`config.mk`:
```
export PLATFORM = sky130hd
export DESIGN_NAME = pc_stack_core
export DESIGN_NICKNAME = d
export VERILOG_FILES = /design/src/logic/pcstk_pkg.sv /design/src/logic/indirect_decode.sv /design/src/logic/pc_stack_core.sv
export VERILOG_INCLUDE_DIRS = /design/src /design/src/logic
export SDC_FILE = /design/constraint.sdc
export NUM_CORES = 1
export LEC_CHECK = 0
export ABC_AREA = 1
export BUFFER_PORTS_ARGS = -buffer_cell sky130_fd_sc_hd__buf_2
export CORE_UTILIZATION = 54
export CTS_CLUSTER_SIZE = 24
export DETAILED_ROUTE_END_ITERATION = 6
export PLACE_DENSITY = 0.77
export REMOVE_ABC_BUFFERS = 1
export SLEW_MARGIN = 5
export SYNTH_ARGS = -nofsm -noshare
export SYNTH_HDL_FRONTEND = slang
export SYNTH_SLANG_ARGS = --single-unit
```
`constraint.sdc`:
```
create_clock -name clk_sys -period 3.38 [get_ports clk_sys]
set_clock_uncertainty 0.1 [all_clocks]
set_input_delay 0.338 -clock clk_sys [delete_from_list [all_inputs] [get_ports clk_sys]]
set_output_delay 0.338 -clock clk_sys [all_outputs]
set_load 0.005 [all_outputs]
```
`src/logic/pcstk_map.svh`:
```
// Register offsets, field positions, reset values and limits of the counter and stack block.
`ifndef PCSTK_MAP_SVH
`define PCSTK_MAP_SVH

// ****************************************
// Register offsets on the core register port
// ****************************************
`define OFS_IND0          7'h00
`define OFS_IND1          7'h01
`define OFS_CNT_LOW       12'h002
`define OFS_FSEL0_LOW     12'h004
`define OFS_FSEL0_HIGH    12'h005
`define OFS_FSEL1_LOW     12'h006
`define OFS_FSEL1_HIGH    12'h007
`define OFS_CNT_LATCH     12'h00a
`define OFS_STATUS_COPY   12'hfe4
`define OFS_WORK_COPY     12'hfe5
`define OFS_BANK_COPY     12'hfe6
`define OFS_LATCH_COPY    12'hfe7
`define OFS_P0L_COPY      12'hfe8
`define OFS_P0H_COPY      12'hfe9
`define OFS_P1L_COPY      12'hfea
`define OFS_P1H_COPY      12'hfeb
`define OFS_STACK_PTR     12'hfed
`define OFS_STACK_TOP_LOW 12'hfee
`define OFS_STACK_TOP_HI  12'hfef

// ****************************************
// Fields and reset values
// ****************************************
`define LATCH_CALL_MSB    6
`define LATCH_CALL_LSB    3
`define JMP_OFS_W         9
`define SP_RESET          5'h1f
`define SP_EMPTY          5'h1f
`define SP_FULL           5'h0f
`define PC_RESET          15'h0000
`define BYTE_ZERO         8'h00
`define PTR_ZERO          16'h0000

// ****************************************
// Indirect address regions
// ****************************************
`define PMEM_SEL_BIT      15
`define TRAD_LAST         16'h0fff
`define LIN_BASE          16'h2000
`define LIN_LAST          16'h29af
`define LIN_BLOCK         12'h050
`define GPR_START         12'h020
`define BANK_LSB          7
`define BANK_OFS_W        7

`endif

```
`src/logic/pcstk_pkg.sv`:
```
// Types shared by the counter, stack and indirect addressing logic.
package pcstk_pkg;

  typedef enum logic [3:0] {
    OP_NONE  = 4'h0,
    OP_INC   = 4'h1,
    OP_CALL  = 4'h2,
    OP_ICALL = 4'h3,
    OP_ABR   = 4'h4,
    OP_RJMP  = 4'h5,
    OP_RET   = 4'h6,
    OP_RETI  = 4'h7,
    OP_INT   = 4'h8
  } pc_op_t;

  typedef enum logic [1:0] {
    REG_TRAD = 2'h0,
    REG_LIN  = 2'h1,
    REG_PROG = 2'h2,
    REG_NONE = 2'h3
  } region_t;

  typedef enum logic [1:0] {
    IND_IDLE  = 2'h0,
    IND_DATA  = 2'h1,
    IND_PROG1 = 2'h2,
    IND_PROG2 = 2'h3
  } ind_state_t;

endpackage

```
`src/logic/indirect_decode.sv`:
```
// Decoder from a 16-bit file select pointer to a data or program memory address.
`timescale 1ns/1ps
`include "pcstk_map.svh"

module indirect_decode (
  // Pointer in
  input  wire logic [15:0]      ptr,
  // Decoded address out
  output pcstk_pkg::region_t    region,
  output logic      [11:0]      dmem_addr,
  output logic      [14:0]      pmem_addr,
  output logic                  self_ref
);

  logic [11:0] lin_ofs;
  logic [11:0] lin_bank;
  logic [11:0] lin_idx;

  always_comb begin
    lin_ofs  = 12'(ptr - `LIN_BASE);
    lin_bank = lin_ofs / `LIN_BLOCK;
    lin_idx  = lin_ofs % `LIN_BLOCK;
    pmem_addr = ptr[14:0];
    dmem_addr = ptr[11:0];
    region    = pcstk_pkg::REG_NONE;
    if (ptr[`PMEM_SEL_BIT]) begin
      region = pcstk_pkg::REG_PROG;
    end else if (ptr <= `TRAD_LAST) begin
      region = pcstk_pkg::REG_TRAD;
    end else if (ptr >= `LIN_BASE && ptr <= `LIN_LAST) begin
      // Common bytes are skipped: each bank contributes only its general block.
      region    = pcstk_pkg::REG_LIN;
      dmem_addr = 12'(lin_bank << `BANK_LSB) + `GPR_START + lin_idx;
    end
    self_ref = (region == pcstk_pkg::REG_TRAD) &&
               (ptr[`BANK_OFS_W-1:0] == `OFS_IND0 ||
                ptr[`BANK_OFS_W-1:0] == `OFS_IND1);
  end

endmodule

```
`src/logic/pc_stack_core.sv`:
```
// Program counter, hardware return stack, context copies and indirect access unit.
`timescale 1ns/1ps
`include "pcstk_map.svh"

module pc_stack_core #(
  parameter int          DEPTH     = 16,
  parameter logic [14:0] INT_VECTOR = 15'h0004
) (
  // Clock, reset, enable
  input  wire logic               clk_sys,
  input  wire logic               srst,
  input  wire logic               ce,
  // Configuration
  input  wire logic               stack_fault_reset_enable,
  // Instruction decoder events
  input  pcstk_pkg::pc_op_t       pc_op,
  input  wire logic [10:0]        operand,
  input  wire logic [7:0]         w_value,
  input  wire logic [7:0]         status_value,
  input  wire logic [7:0]         bank_value,
  // Core register port
  input  wire logic [11:0]        sfr_addr,
  input  wire logic               sfr_wr,
  input  wire logic               sfr_rd,
  input  wire logic [7:0]         sfr_wdata,
  output logic      [7:0]         sfr_rdata,
  // Indirect access request
  input  wire logic               ind_rd,
  input  wire logic               ind_wr,
  input  wire logic               ind_sel,
  input  wire logic [7:0]         ind_wdata,
  output logic      [7:0]         ind_rdata,
  output logic                    ind_done,
  output logic                    ind_stall,
  // Data and program memory
  output logic      [11:0]        dmem_addr,
  output logic                    dmem_rd,
  output logic                    dmem_wr,
  output logic      [7:0]         dmem_wdata,
  input  wire logic [7:0]         dmem_rdata,
  output logic      [14:0]        pmem_addr,
  output logic                    pmem_rd,
  input  wire logic [13:0]        pmem_rdata,
  // Counter, stack and power flags
  output logic      [14:0]        pc,
  output logic      [4:0]         stack_ptr,
  input  wire logic               stack_overflow_clr,
  input  wire logic               stack_underflow_clr,
  output logic                    stack_overflow_flag,
  output logic                    stack_underflow_flag,
  output logic                    stack_fault_reset,
  // Context restore to the core
  output logic                    ctx_restore,
  output logic      [7:0]         status_restore,
  output logic      [7:0]         working_restore,
  output logic      [7:0]         bank_restore
);

  // ****************************************
  // State
  // ****************************************
  logic [14:0] stack_mem [DEPTH];
  logic [14:0] pc_r, pc_nxt;
  logic [4:0]  sp_r, sp_nxt;
  logic [7:0]  latch_r, latch_nxt;
  logic [15:0] fsel0_r, fsel0_nxt, fsel1_r, fsel1_nxt;
  logic [7:0]  cp_stat_r, cp_stat_nxt, cp_work_r, cp_work_nxt, cp_bank_r, cp_bank_nxt;
  logic [7:0]  cp_latch_r, cp_latch_nxt;
  logic [15:0] cp_p0_r, cp_p0_nxt, cp_p1_r, cp_p1_nxt;
  logic        ovf_r, ovf_nxt, unf_r, unf_nxt;
  logic        fault_r, fault_nxt, restore_r, restore_nxt;
  logic        stk_we;
  logic [3:0]  stk_idx;
  logic [14:0] stk_wdata;
  logic [14:0] pc_inc;
  logic [14:0] top_entry;
  logic        push, pop, over, under;

  assign pc_inc    = pc_r + 15'h0001;
  assign top_entry = stack_mem[sp_r[3:0]];

  // ****************************************
  // Counter, stack and context
  // ****************************************
  always_comb begin
    pc_nxt       = pc_r;
    sp_nxt       = sp_r;
    latch_nxt    = latch_r;
    fsel0_nxt    = fsel0_r;
    fsel1_nxt    = fsel1_r;
    cp_stat_nxt  = cp_stat_r;
    cp_work_nxt  = cp_work_r;
    cp_bank_nxt  = cp_bank_r;
    cp_latch_nxt = cp_latch_r;
    cp_p0_nxt    = cp_p0_r;
    cp_p1_nxt    = cp_p1_r;
    restore_nxt  = 1'b0;
    fault_nxt    = 1'b0;
    stk_we       = 1'b0;
    stk_idx      = sp_r[3:0];
    stk_wdata    = pc_inc;
    push         = 1'b0;
    pop          = 1'b0;
    // Register writes first; a decoder event in the same cycle takes precedence, except that a stack top write sets what a call or computed call pushes.
    if (sfr_wr) begin
      case (sfr_addr)
        `OFS_CNT_LOW:       pc_nxt = {latch_r[6:0], sfr_wdata};
        `OFS_CNT_LATCH:     latch_nxt = sfr_wdata;
        `OFS_FSEL0_LOW:     fsel0_nxt[7:0] = sfr_wdata;
        `OFS_FSEL0_HIGH:    fsel0_nxt[15:8] = sfr_wdata;
        `OFS_FSEL1_LOW:     fsel1_nxt[7:0] = sfr_wdata;
        `OFS_FSEL1_HIGH:    fsel1_nxt[15:8] = sfr_wdata;
        `OFS_STATUS_COPY:   cp_stat_nxt = sfr_wdata;
        `OFS_WORK_COPY:     cp_work_nxt = sfr_wdata;
        `OFS_BANK_COPY:     cp_bank_nxt = sfr_wdata;
        `OFS_LATCH_COPY:    cp_latch_nxt = sfr_wdata;
        `OFS_P0L_COPY:      cp_p0_nxt[7:0] = sfr_wdata;
        `OFS_P0H_COPY:      cp_p0_nxt[15:8] = sfr_wdata;
        `OFS_P1L_COPY:      cp_p1_nxt[7:0] = sfr_wdata;
        `OFS_P1H_COPY:      cp_p1_nxt[15:8] = sfr_wdata;
        `OFS_STACK_PTR:     sp_nxt = sfr_wdata[4:0];
        `OFS_STACK_TOP_LOW: begin
          stk_we    = 1'b1;
          stk_wdata = {top_entry[14:8], sfr_wdata};
        end
        `OFS_STACK_TOP_HI:  begin
          stk_we    = 1'b1;
          stk_wdata = {sfr_wdata[6:0], top_entry[7:0]};
        end
        default:            pc_nxt = pc_r;
      endcase
    end
    case (pc_op)
      pcstk_pkg::OP_INC:   pc_nxt = pc_inc;
      pcstk_pkg::OP_CALL:  begin
        push   = 1'b1;
        pc_nxt = {latch_r[`LATCH_CALL_MSB:`LATCH_CALL_LSB], operand};
      end
      pcstk_pkg::OP_ICALL: begin
        push   = 1'b1;
        pc_nxt = {latch_r[6:0], w_value};
      end
      pcstk_pkg::OP_ABR:   pc_nxt = pc_inc + {7'h00, w_value};
      pcstk_pkg::OP_RJMP:  pc_nxt = pc_inc + 15'($signed(operand[`JMP_OFS_W-1:0]));
      pcstk_pkg::OP_RET:   pop = 1'b1;
      pcstk_pkg::OP_RETI:  begin
        pop         = 1'b1;
        restore_nxt = 1'b1;
        latch_nxt   = cp_latch_r;
        fsel0_nxt   = cp_p0_r;
        fsel1_nxt   = cp_p1_r;
      end
      pcstk_pkg::OP_INT:   begin
        push         = 1'b1;
        stk_wdata    = pc_r;
        pc_nxt       = INT_VECTOR;
        cp_stat_nxt  = status_value;
        cp_work_nxt  = w_value;
        cp_bank_nxt  = bank_value;
        cp_latch_nxt = latch_r;
        cp_p0_nxt    = fsel0_r;
        cp_p1_nxt    = fsel1_r;
      end
      default:             pc_nxt = pc_nxt;
    endcase
    over  = push && (sp_r == `SP_FULL);
    under = pop && (sp_r == `SP_EMPTY);
    if (push) begin
      sp_nxt  = sp_r + 5'h01;
      stk_we  = 1'b1;
      stk_idx = sp_nxt[3:0];
    end
    if (pop) begin
      pc_nxt = top_entry;
      sp_nxt = sp_r - 5'h01;
    end
    // Only the low nibble indexes the array, so a push past the top wraps to entry 0 while stack_fault_reset_enable is low.
    if ((over || under) && stack_fault_reset_enable) begin
      fault_nxt   = 1'b1;
      pc_nxt      = `PC_RESET;
      sp_nxt      = `SP_RESET;
      stk_we      = 1'b0;
      restore_nxt = 1'b0;
    end
    ovf_nxt = over || (ovf_r && !stack_overflow_clr);
    unf_nxt = under || (unf_r && !stack_underflow_clr);
  end

  always_ff @(posedge clk_sys) begin
    if (srst) begin
      pc_r       <= `PC_RESET;
      sp_r       <= `SP_RESET;
      latch_r    <= `BYTE_ZERO;
      fsel0_r    <= `PTR_ZERO;
      fsel1_r    <= `PTR_ZERO;
      cp_stat_r  <= `BYTE_ZERO;
      cp_work_r  <= `BYTE_ZERO;
      cp_bank_r  <= `BYTE_ZERO;
      cp_latch_r <= `BYTE_ZERO;
      cp_p0_r    <= `PTR_ZERO;
      cp_p1_r    <= `PTR_ZERO;
      ovf_r      <= 1'b0;
      unf_r      <= 1'b0;
      fault_r    <= 1'b0;
      restore_r  <= 1'b0;
    end else if (ce) begin
      pc_r       <= pc_nxt;
      sp_r       <= sp_nxt;
      latch_r    <= latch_nxt;
      fsel0_r    <= fsel0_nxt;
      fsel1_r    <= fsel1_nxt;
      cp_stat_r  <= cp_stat_nxt;
      cp_work_r  <= cp_work_nxt;
      cp_bank_r  <= cp_bank_nxt;
      cp_latch_r <= cp_latch_nxt;
      cp_p0_r    <= cp_p0_nxt;
      cp_p1_r    <= cp_p1_nxt;
      ovf_r      <= ovf_nxt;
      unf_r      <= unf_nxt;
      fault_r    <= fault_nxt;
      restore_r  <= restore_nxt;
    end
  end

  // Stack entries hold no reset value, which keeps them in plain storage.
  always_ff @(posedge clk_sys) begin
    if (ce && stk_we && !srst) begin
      stack_mem[stk_idx] <= stk_wdata;
    end
  end

  // ****************************************
  // Register read port
  // ****************************************
  logic [7:0] rdata_r, rdata_nxt;

  always_comb begin
    rdata_nxt = rdata_r;
    if (sfr_rd) begin
      case (sfr_addr)
        `OFS_CNT_LOW:       rdata_nxt = pc_r[7:0];
        `OFS_CNT_LATCH:     rdata_nxt = latch_r;
        `OFS_FSEL0_LOW:     rdata_nxt = fsel0_r[7:0];
        `OFS_FSEL0_HIGH:    rdata_nxt = fsel0_r[15:8];
        `OFS_FSEL1_LOW:     rdata_nxt = fsel1_r[7:0];
        `OFS_FSEL1_HIGH:    rdata_nxt = fsel1_r[15:8];
        `OFS_STATUS_COPY:   rdata_nxt = cp_stat_r;
        `OFS_WORK_COPY:     rdata_nxt = cp_work_r;
        `OFS_BANK_COPY:     rdata_nxt = cp_bank_r;
        `OFS_LATCH_COPY:    rdata_nxt = cp_latch_r;
        `OFS_P0L_COPY:      rdata_nxt = cp_p0_r[7:0];
        `OFS_P0H_COPY:      rdata_nxt = cp_p0_r[15:8];
        `OFS_P1L_COPY:      rdata_nxt = cp_p1_r[7:0];
        `OFS_P1H_COPY:      rdata_nxt = cp_p1_r[15:8];
        `OFS_STACK_PTR:     rdata_nxt = {3'h0, sp_r};
        `OFS_STACK_TOP_LOW: rdata_nxt = top_entry[7:0];
        `OFS_STACK_TOP_HI:  rdata_nxt = {1'b0, top_entry[14:8]};
        default:            rdata_nxt = `BYTE_ZERO;
      endcase
    end
  end

  always_ff @(posedge clk_sys) begin
    if (srst) begin
      rdata_r <= `BYTE_ZERO;
    end else if (ce) begin
      rdata_r <= rdata_nxt;
    end
  end

  // ****************************************
  // Indirect access
  // ****************************************
  pcstk_pkg::region_t    dec_region;
  logic [11:0]           dec_daddr;
  logic [14:0]           dec_paddr;
  logic                  dec_self;
  pcstk_pkg::ind_state_t ist_r, ist_nxt;
  logic [11:0]           daddr_r, daddr_nxt;
  logic                  drd_r, drd_nxt, dwr_r, dwr_nxt;
  logic [7:0]            dwdata_r, dwdata_nxt, irdata_r, irdata_nxt;
  logic [14:0]           paddr_r, paddr_nxt;
  logic                  prd_r, prd_nxt, done_r, done_nxt, zero_r, zero_nxt, stl_r, stl_nxt;

  indirect_decode u_decode (
    .ptr       (ind_sel ? fsel1_r : fsel0_r),
    .region    (dec_region),
    .dmem_addr (dec_daddr),
    .pmem_addr (dec_paddr),
    .self_ref  (dec_self)
  );

  always_comb begin
    ist_nxt    = ist_r;
    daddr_nxt  = daddr_r;
    paddr_nxt  = paddr_r;
    dwdata_nxt = dwdata_r;
    irdata_nxt = irdata_r;
    zero_nxt   = zero_r;
    drd_nxt    = 1'b0;
    dwr_nxt    = 1'b0;
    prd_nxt    = 1'b0;
    done_nxt   = 1'b0;
    case (ist_r)
      pcstk_pkg::IND_IDLE: begin
        if (ind_rd || ind_wr) begin
          daddr_nxt  = dec_daddr;
          paddr_nxt  = dec_paddr;
          dwdata_nxt = ind_wdata;
          zero_nxt   = dec_self || (dec_region == pcstk_pkg::REG_NONE);
          if (dec_region == pcstk_pkg::REG_PROG) begin
            prd_nxt = ind_rd;
            ist_nxt = pcstk_pkg::IND_PROG1;
          end else begin
            drd_nxt = ind_rd && !zero_nxt;
            dwr_nxt = ind_wr && !zero_nxt;
            ist_nxt = pcstk_pkg::IND_DATA;
          end
        end
      end
      pcstk_pkg::IND_DATA: begin
        irdata_nxt = zero_r ? `BYTE_ZERO : dmem_rdata;
        done_nxt   = 1'b1;
        ist_nxt    = pcstk_pkg::IND_IDLE;
      end
      pcstk_pkg::IND_PROG1: begin
        irdata_nxt = pmem_rdata[7:0];
        ist_nxt    = pcstk_pkg::IND_PROG2;
      end
      pcstk_pkg::IND_PROG2: begin
        done_nxt = 1'b1;
        ist_nxt  = pcstk_pkg::IND_IDLE;
      end
      default: ist_nxt = pcstk_pkg::IND_IDLE;
    endcase
    stl_nxt = ist_nxt == pcstk_pkg::IND_PROG1;
  end

  always_ff @(posedge clk_sys) begin
    if (srst) begin
      ist_r    <= pcstk_pkg::IND_IDLE;
      daddr_r  <= 12'h000;
      paddr_r  <= 15'h0000;
      dwdata_r <= `BYTE_ZERO;
      irdata_r <= `BYTE_ZERO;
      zero_r   <= 1'b0;
      drd_r    <= 1'b0;
      dwr_r    <= 1'b0;
      prd_r    <= 1'b0;
      done_r   <= 1'b0;
      stl_r    <= 1'b0;
    end else if (ce) begin
      ist_r    <= ist_nxt;
      daddr_r  <= daddr_nxt;
      paddr_r  <= paddr_nxt;
      dwdata_r <= dwdata_nxt;
      irdata_r <= irdata_nxt;
      zero_r   <= zero_nxt;
      drd_r    <= drd_nxt;
      dwr_r    <= dwr_nxt;
      prd_r    <= prd_nxt;
      done_r   <= done_nxt;
      stl_r    <= stl_nxt;
    end
  end

  // ****************************************
  // Outputs
  // ****************************************
  assign pc                   = pc_r;
  assign stack_ptr            = sp_r;
  assign stack_overflow_flag  = ovf_r;
  assign stack_underflow_flag = unf_r;
  assign stack_fault_reset    = fault_r;
  assign ctx_restore          = restore_r;
  assign status_restore       = cp_stat_r;
  assign working_restore      = cp_work_r;
  assign bank_restore         = cp_bank_r;
  assign sfr_rdata            = rdata_r;
  assign ind_rdata            = irdata_r;
  assign ind_done             = done_r;
  assign ind_stall            = stl_r;
  assign dmem_addr            = daddr_r;
  assign dmem_rd              = drd_r;
  assign dmem_wr              = dwr_r;
  assign dmem_wdata           = dwdata_r;
  assign pmem_addr            = paddr_r;
  assign pmem_rd              = prd_r;

endmodule

```
==> results by group <==
Timing
  – RSZ-0062 raised after global routing: true
  – Final period util: 1.07
  – Hold slack: 0.0450 ns
  – Max Fclk: 277 MHz
  – Hold Fails Final Rpt: 0
  – Final setup viols: 4
  – Min Tclk post-route: 3.61 ns
  – Max transition margin: 0.289
  – Setup TNS Final: -0.425 ns
  – Fin. max-slew vios: 0
  – Worst setup margin: -0.230 ns
  – Worst Tran Pin Value: 1.06 ns

Setup path
  – Largest delay contributor family on the critical path: simple AND/OR/NAND/NOR gates
  – Worst Path Arrival: 3.96 ns
  – Critical path's most frequent cell: nand2_2
  – Worst setup path start: fsel1_r[10]$_SDFFE_PP0P_
  – Worst path max stage delay: 0.33 ns
  – Bufs and invs on worst path: 4
  – Setup crit start kind: flip-flop
  – Critical path class: reg -> reg
  – Required @ worst endpoint: 3.73 ns
  – RR Startpoint: fsel1_r[10]$_SDFFE_PP0P_
  – Slowest cell on the critical path: dfxtp_2
  – Worst reg-to-reg setup slack: -0.23 ns
  – Worst R2R End: dmem_addr[11]$_SDFFE_PP0P_
  – Crit-path max FO: 6
  – CP endpoint kind: flip-flop
  – R2r worst-path depth: 35

Drt
  – Routed Antenna Nets: 0
  – Via/cell ratio: 6.06
  – Detailed Route WL: 75.6 mm
  – Post-route DRC violation count: 0
  – Vias: 20.5k
  – WL/cell: 22.3 um
  – Pre-antenna DRT Iters: 6
  – First-iteration detailed-routing DRC count: 2384

Synthesis
  – Seq cells post-synth: 428
  – Top post-synthesis cells by area: edfxtp_1 34%, dfxtp_1 18%, o21ai_0 8.5%
  – Gate Count Post-Synth: 2401
  – Synth Flop Type: edfxtp_1
  – Area fraction of the dominant cell type after synthesis: 0.343
  – Yosys warnings: 0
  – Post-synth EDFFs: 240
  – Mapped Area: 21000 um2
  – Sequential area share after synthesis: 0.522
  – Avg Synthesized Cell Area: 8.75 um2
  – Share of flip-flops with an asynchronous set or reset: 0
  – Area leader, netlist: edfxtp_1
  – Synth cell types: 48

Min path
  – Hold crit path type: in -> reg
  – Worst Hold Path EP: pmem_rd$_SDFFE_PP0P_
  – Hold Path Depth: 5
  – Hold_sp: ind_rd

Placement
  – Routability congestion estimate from global placement: 1.03
  – Port bufs: 197
  – Place WS: -0.613 ns
  – Hpwl dp: 52.0 mm

Final layout
  – Commonest non-fill, non-tap cell in the layout: o21ai_0
  – Final Net Count: 2968
  – Commonest cells after routing, fill and taps aside: 348 x o21ai_0, 299 x nand2_1, 281 x inv_1, 240 x buf_4, 240 x edfxtp_1
  – Layout cells sized above 1: 0.238
  – Area Growth Syn to Fin: 28.0%
  – Final Util: 0.709

GRT
  – First-pass GRT wire length: 110 mm
  – Largest net degree at the start of global routing: 78
  – Vias in the first global route: 19.2k
  – Grt ovf: 0
  – Initial antenna violation count: 1
  – Overall routing resource usage: 0.371

CTS
  – CTS max path bufs: 3
  – Clock root buffer master: clkbuf_16
  – Worst-Skew Late Latency: 0.60 ns
  – Worst-path clk slew: 0.06 ns
  – H-tree Lvls: 2
  – Num CTS Buffers: 46
  – CTS tree: yes
  – Clock sinks: 428

Pwr
  – PD cells: 462 nW/um2
  – Seq pwr share: 0.457
  – Sw Share: 0.271
  – Tot Pwr: 0.0124 W
  – Switching power: 0.00337 W
  – Worst IR drop on VDD: 0.722 mV
  – Clock power frac: 0.390
  – Combinational group share of total power: 0.154
  – Leak Pwr: 11.4 nW
  – Int Power: 0.00906 W

Die
  – DIE AREA: 39700 um2
  – Die width: 199 um
  – Core area: 37900 um2
  – Rows: 71
  – Die Span Y: 199 um
  – Initial Util: 0.554
  – # IOs: 204

Outcome
  – Failing checks: setup timing
  – Status: finished with violations

Job
  – Max-cap viol count: 0
## per-stage QoR
stage | cells | cell area, um2
global placement | 3205 | 23900
global route | 3388 | 26900
detailed placement | 3205 | 23900
finish | 3390 | 26900
floorplan | 2289 | 20600
CTS | 3364 | 26200
## cell families (layout without fill, tap and decap cells)
family                   Yosys count  after routing  synth area share
AND/OR/NAND/NOR                  602            602             0.121
buffers and inverters            427            899            0.0772
XOR/XNOR                          21             21           0.00876
AO/OA/AOI/OAI                    833            833             0.224
multiplexers                      60             60            0.0286
other                              1              7          0.000179
adder cells (fa/ha/maj)           29             29            0.0176
flip-flops                       428            428             0.522
## area by class of cell
cell class	count	area (um2)
repair buffers	502	3530
clock buffers	60	1220
fillers	2918	11000
diodes	3	7.51
flip-flops and latches	428	11000
clock inverters	25	209
multi-input cells	1549	9120
inverters	312	1180
well taps	511	639
## layer usage
| metal | vias to the layer above | GRT usage | share of wire |
|---|---|---|---|
| met2 | 1241 | 0.593 | 0.46 |
| met5 | - | 0 | 0 |
| met4 | 0 | 0.200 | 0.056 |
| met1 | 9694 | 0.467 | 0.38 |
| li1 | 9332 | - | - |
| met3 | 273 | 0.0834 | 0.10 |
## how the worst max path moves through the flow
stage,endpoint,slack [ns],cells after the start
after CTS,dmem_addr[11]$_SDFFE_PP0P_,-0.17,31
after detailed placement,dmem_addr[11]$_SDFFE_PP0P_,-0.61,35
after global placement,dmem_addr[11]$_SDFFE_PP0P_,-0.41,35
after floorplan,cp_latch_r[1]$_SDFFE_PP0P_,-4.93,7
after global routing,dmem_addr[11]$_SDFFE_PP0P_,-0.45,31
final,dmem_addr[11]$_SDFFE_PP0P_,-0.23,35
## synth_stat cells, types with 15 or more instances
| cell type | number |
|---|---|
| o21ai_0 | 357 |
| nor2_1 | 136 |
| dfxtp_1 | 188 |
| a221oi_1 | 21 |
| a21oi_1 | 236 |
| ha_1 | 28 |
| nand3_1 | 64 |
| mux2i_1 | 60 |
| nand2_1 | 341 |
| a31oi_1 | 47 |
| inv_1 | 297 |
| edfxtp_1 | 240 |
| xor2_1 | 19 |
| clkbuf_1 | 98 |
| o211ai_1 | 79 |
| nand4_1 | 15 |
| o22ai_1 | 41 |
## power groups by stage
stage	logic, W	registers, W	clock network (W)
after floorplan	0.000789	0.00581	0
after global placement	0.00150	0.00578	0
after detailed placement	0.00153	0.00578	0
after CTS	0.00167	0.00567	0.00487
after global routing	0.00204	0.00569	0.00508
final	0.00191	0.00568	0.00485
## timing repair
item                                    4_1_cts  5_1_grt
gates cloned                                  0        0
hold buffers                                 51        0
pin swaps                                    22       70
endpoints found under the hold margin        43        0
resized for setup                            49      134
buffers inserted                             23       24
endpoints found under the setup margin       26       45
## registers in the layout (all words and copies together) (netlist names), 12 cells and up, named ones only
register,flops
dmem_addr,12
cp_p0_r,16
fsel1_r,16
stack_mem,240
pmem_addr,12
cp_p1_r,16
pc,15
fsel0_r,16
## worst min-delay path, stage by stage
cell and delay, ns:
buf_2 0.12, inv_1 0.05, nor2_1 0.05, nand2_1 0.06, a21oi_1 0.06
Note: power is estimated with default switching activity, not from simulation.
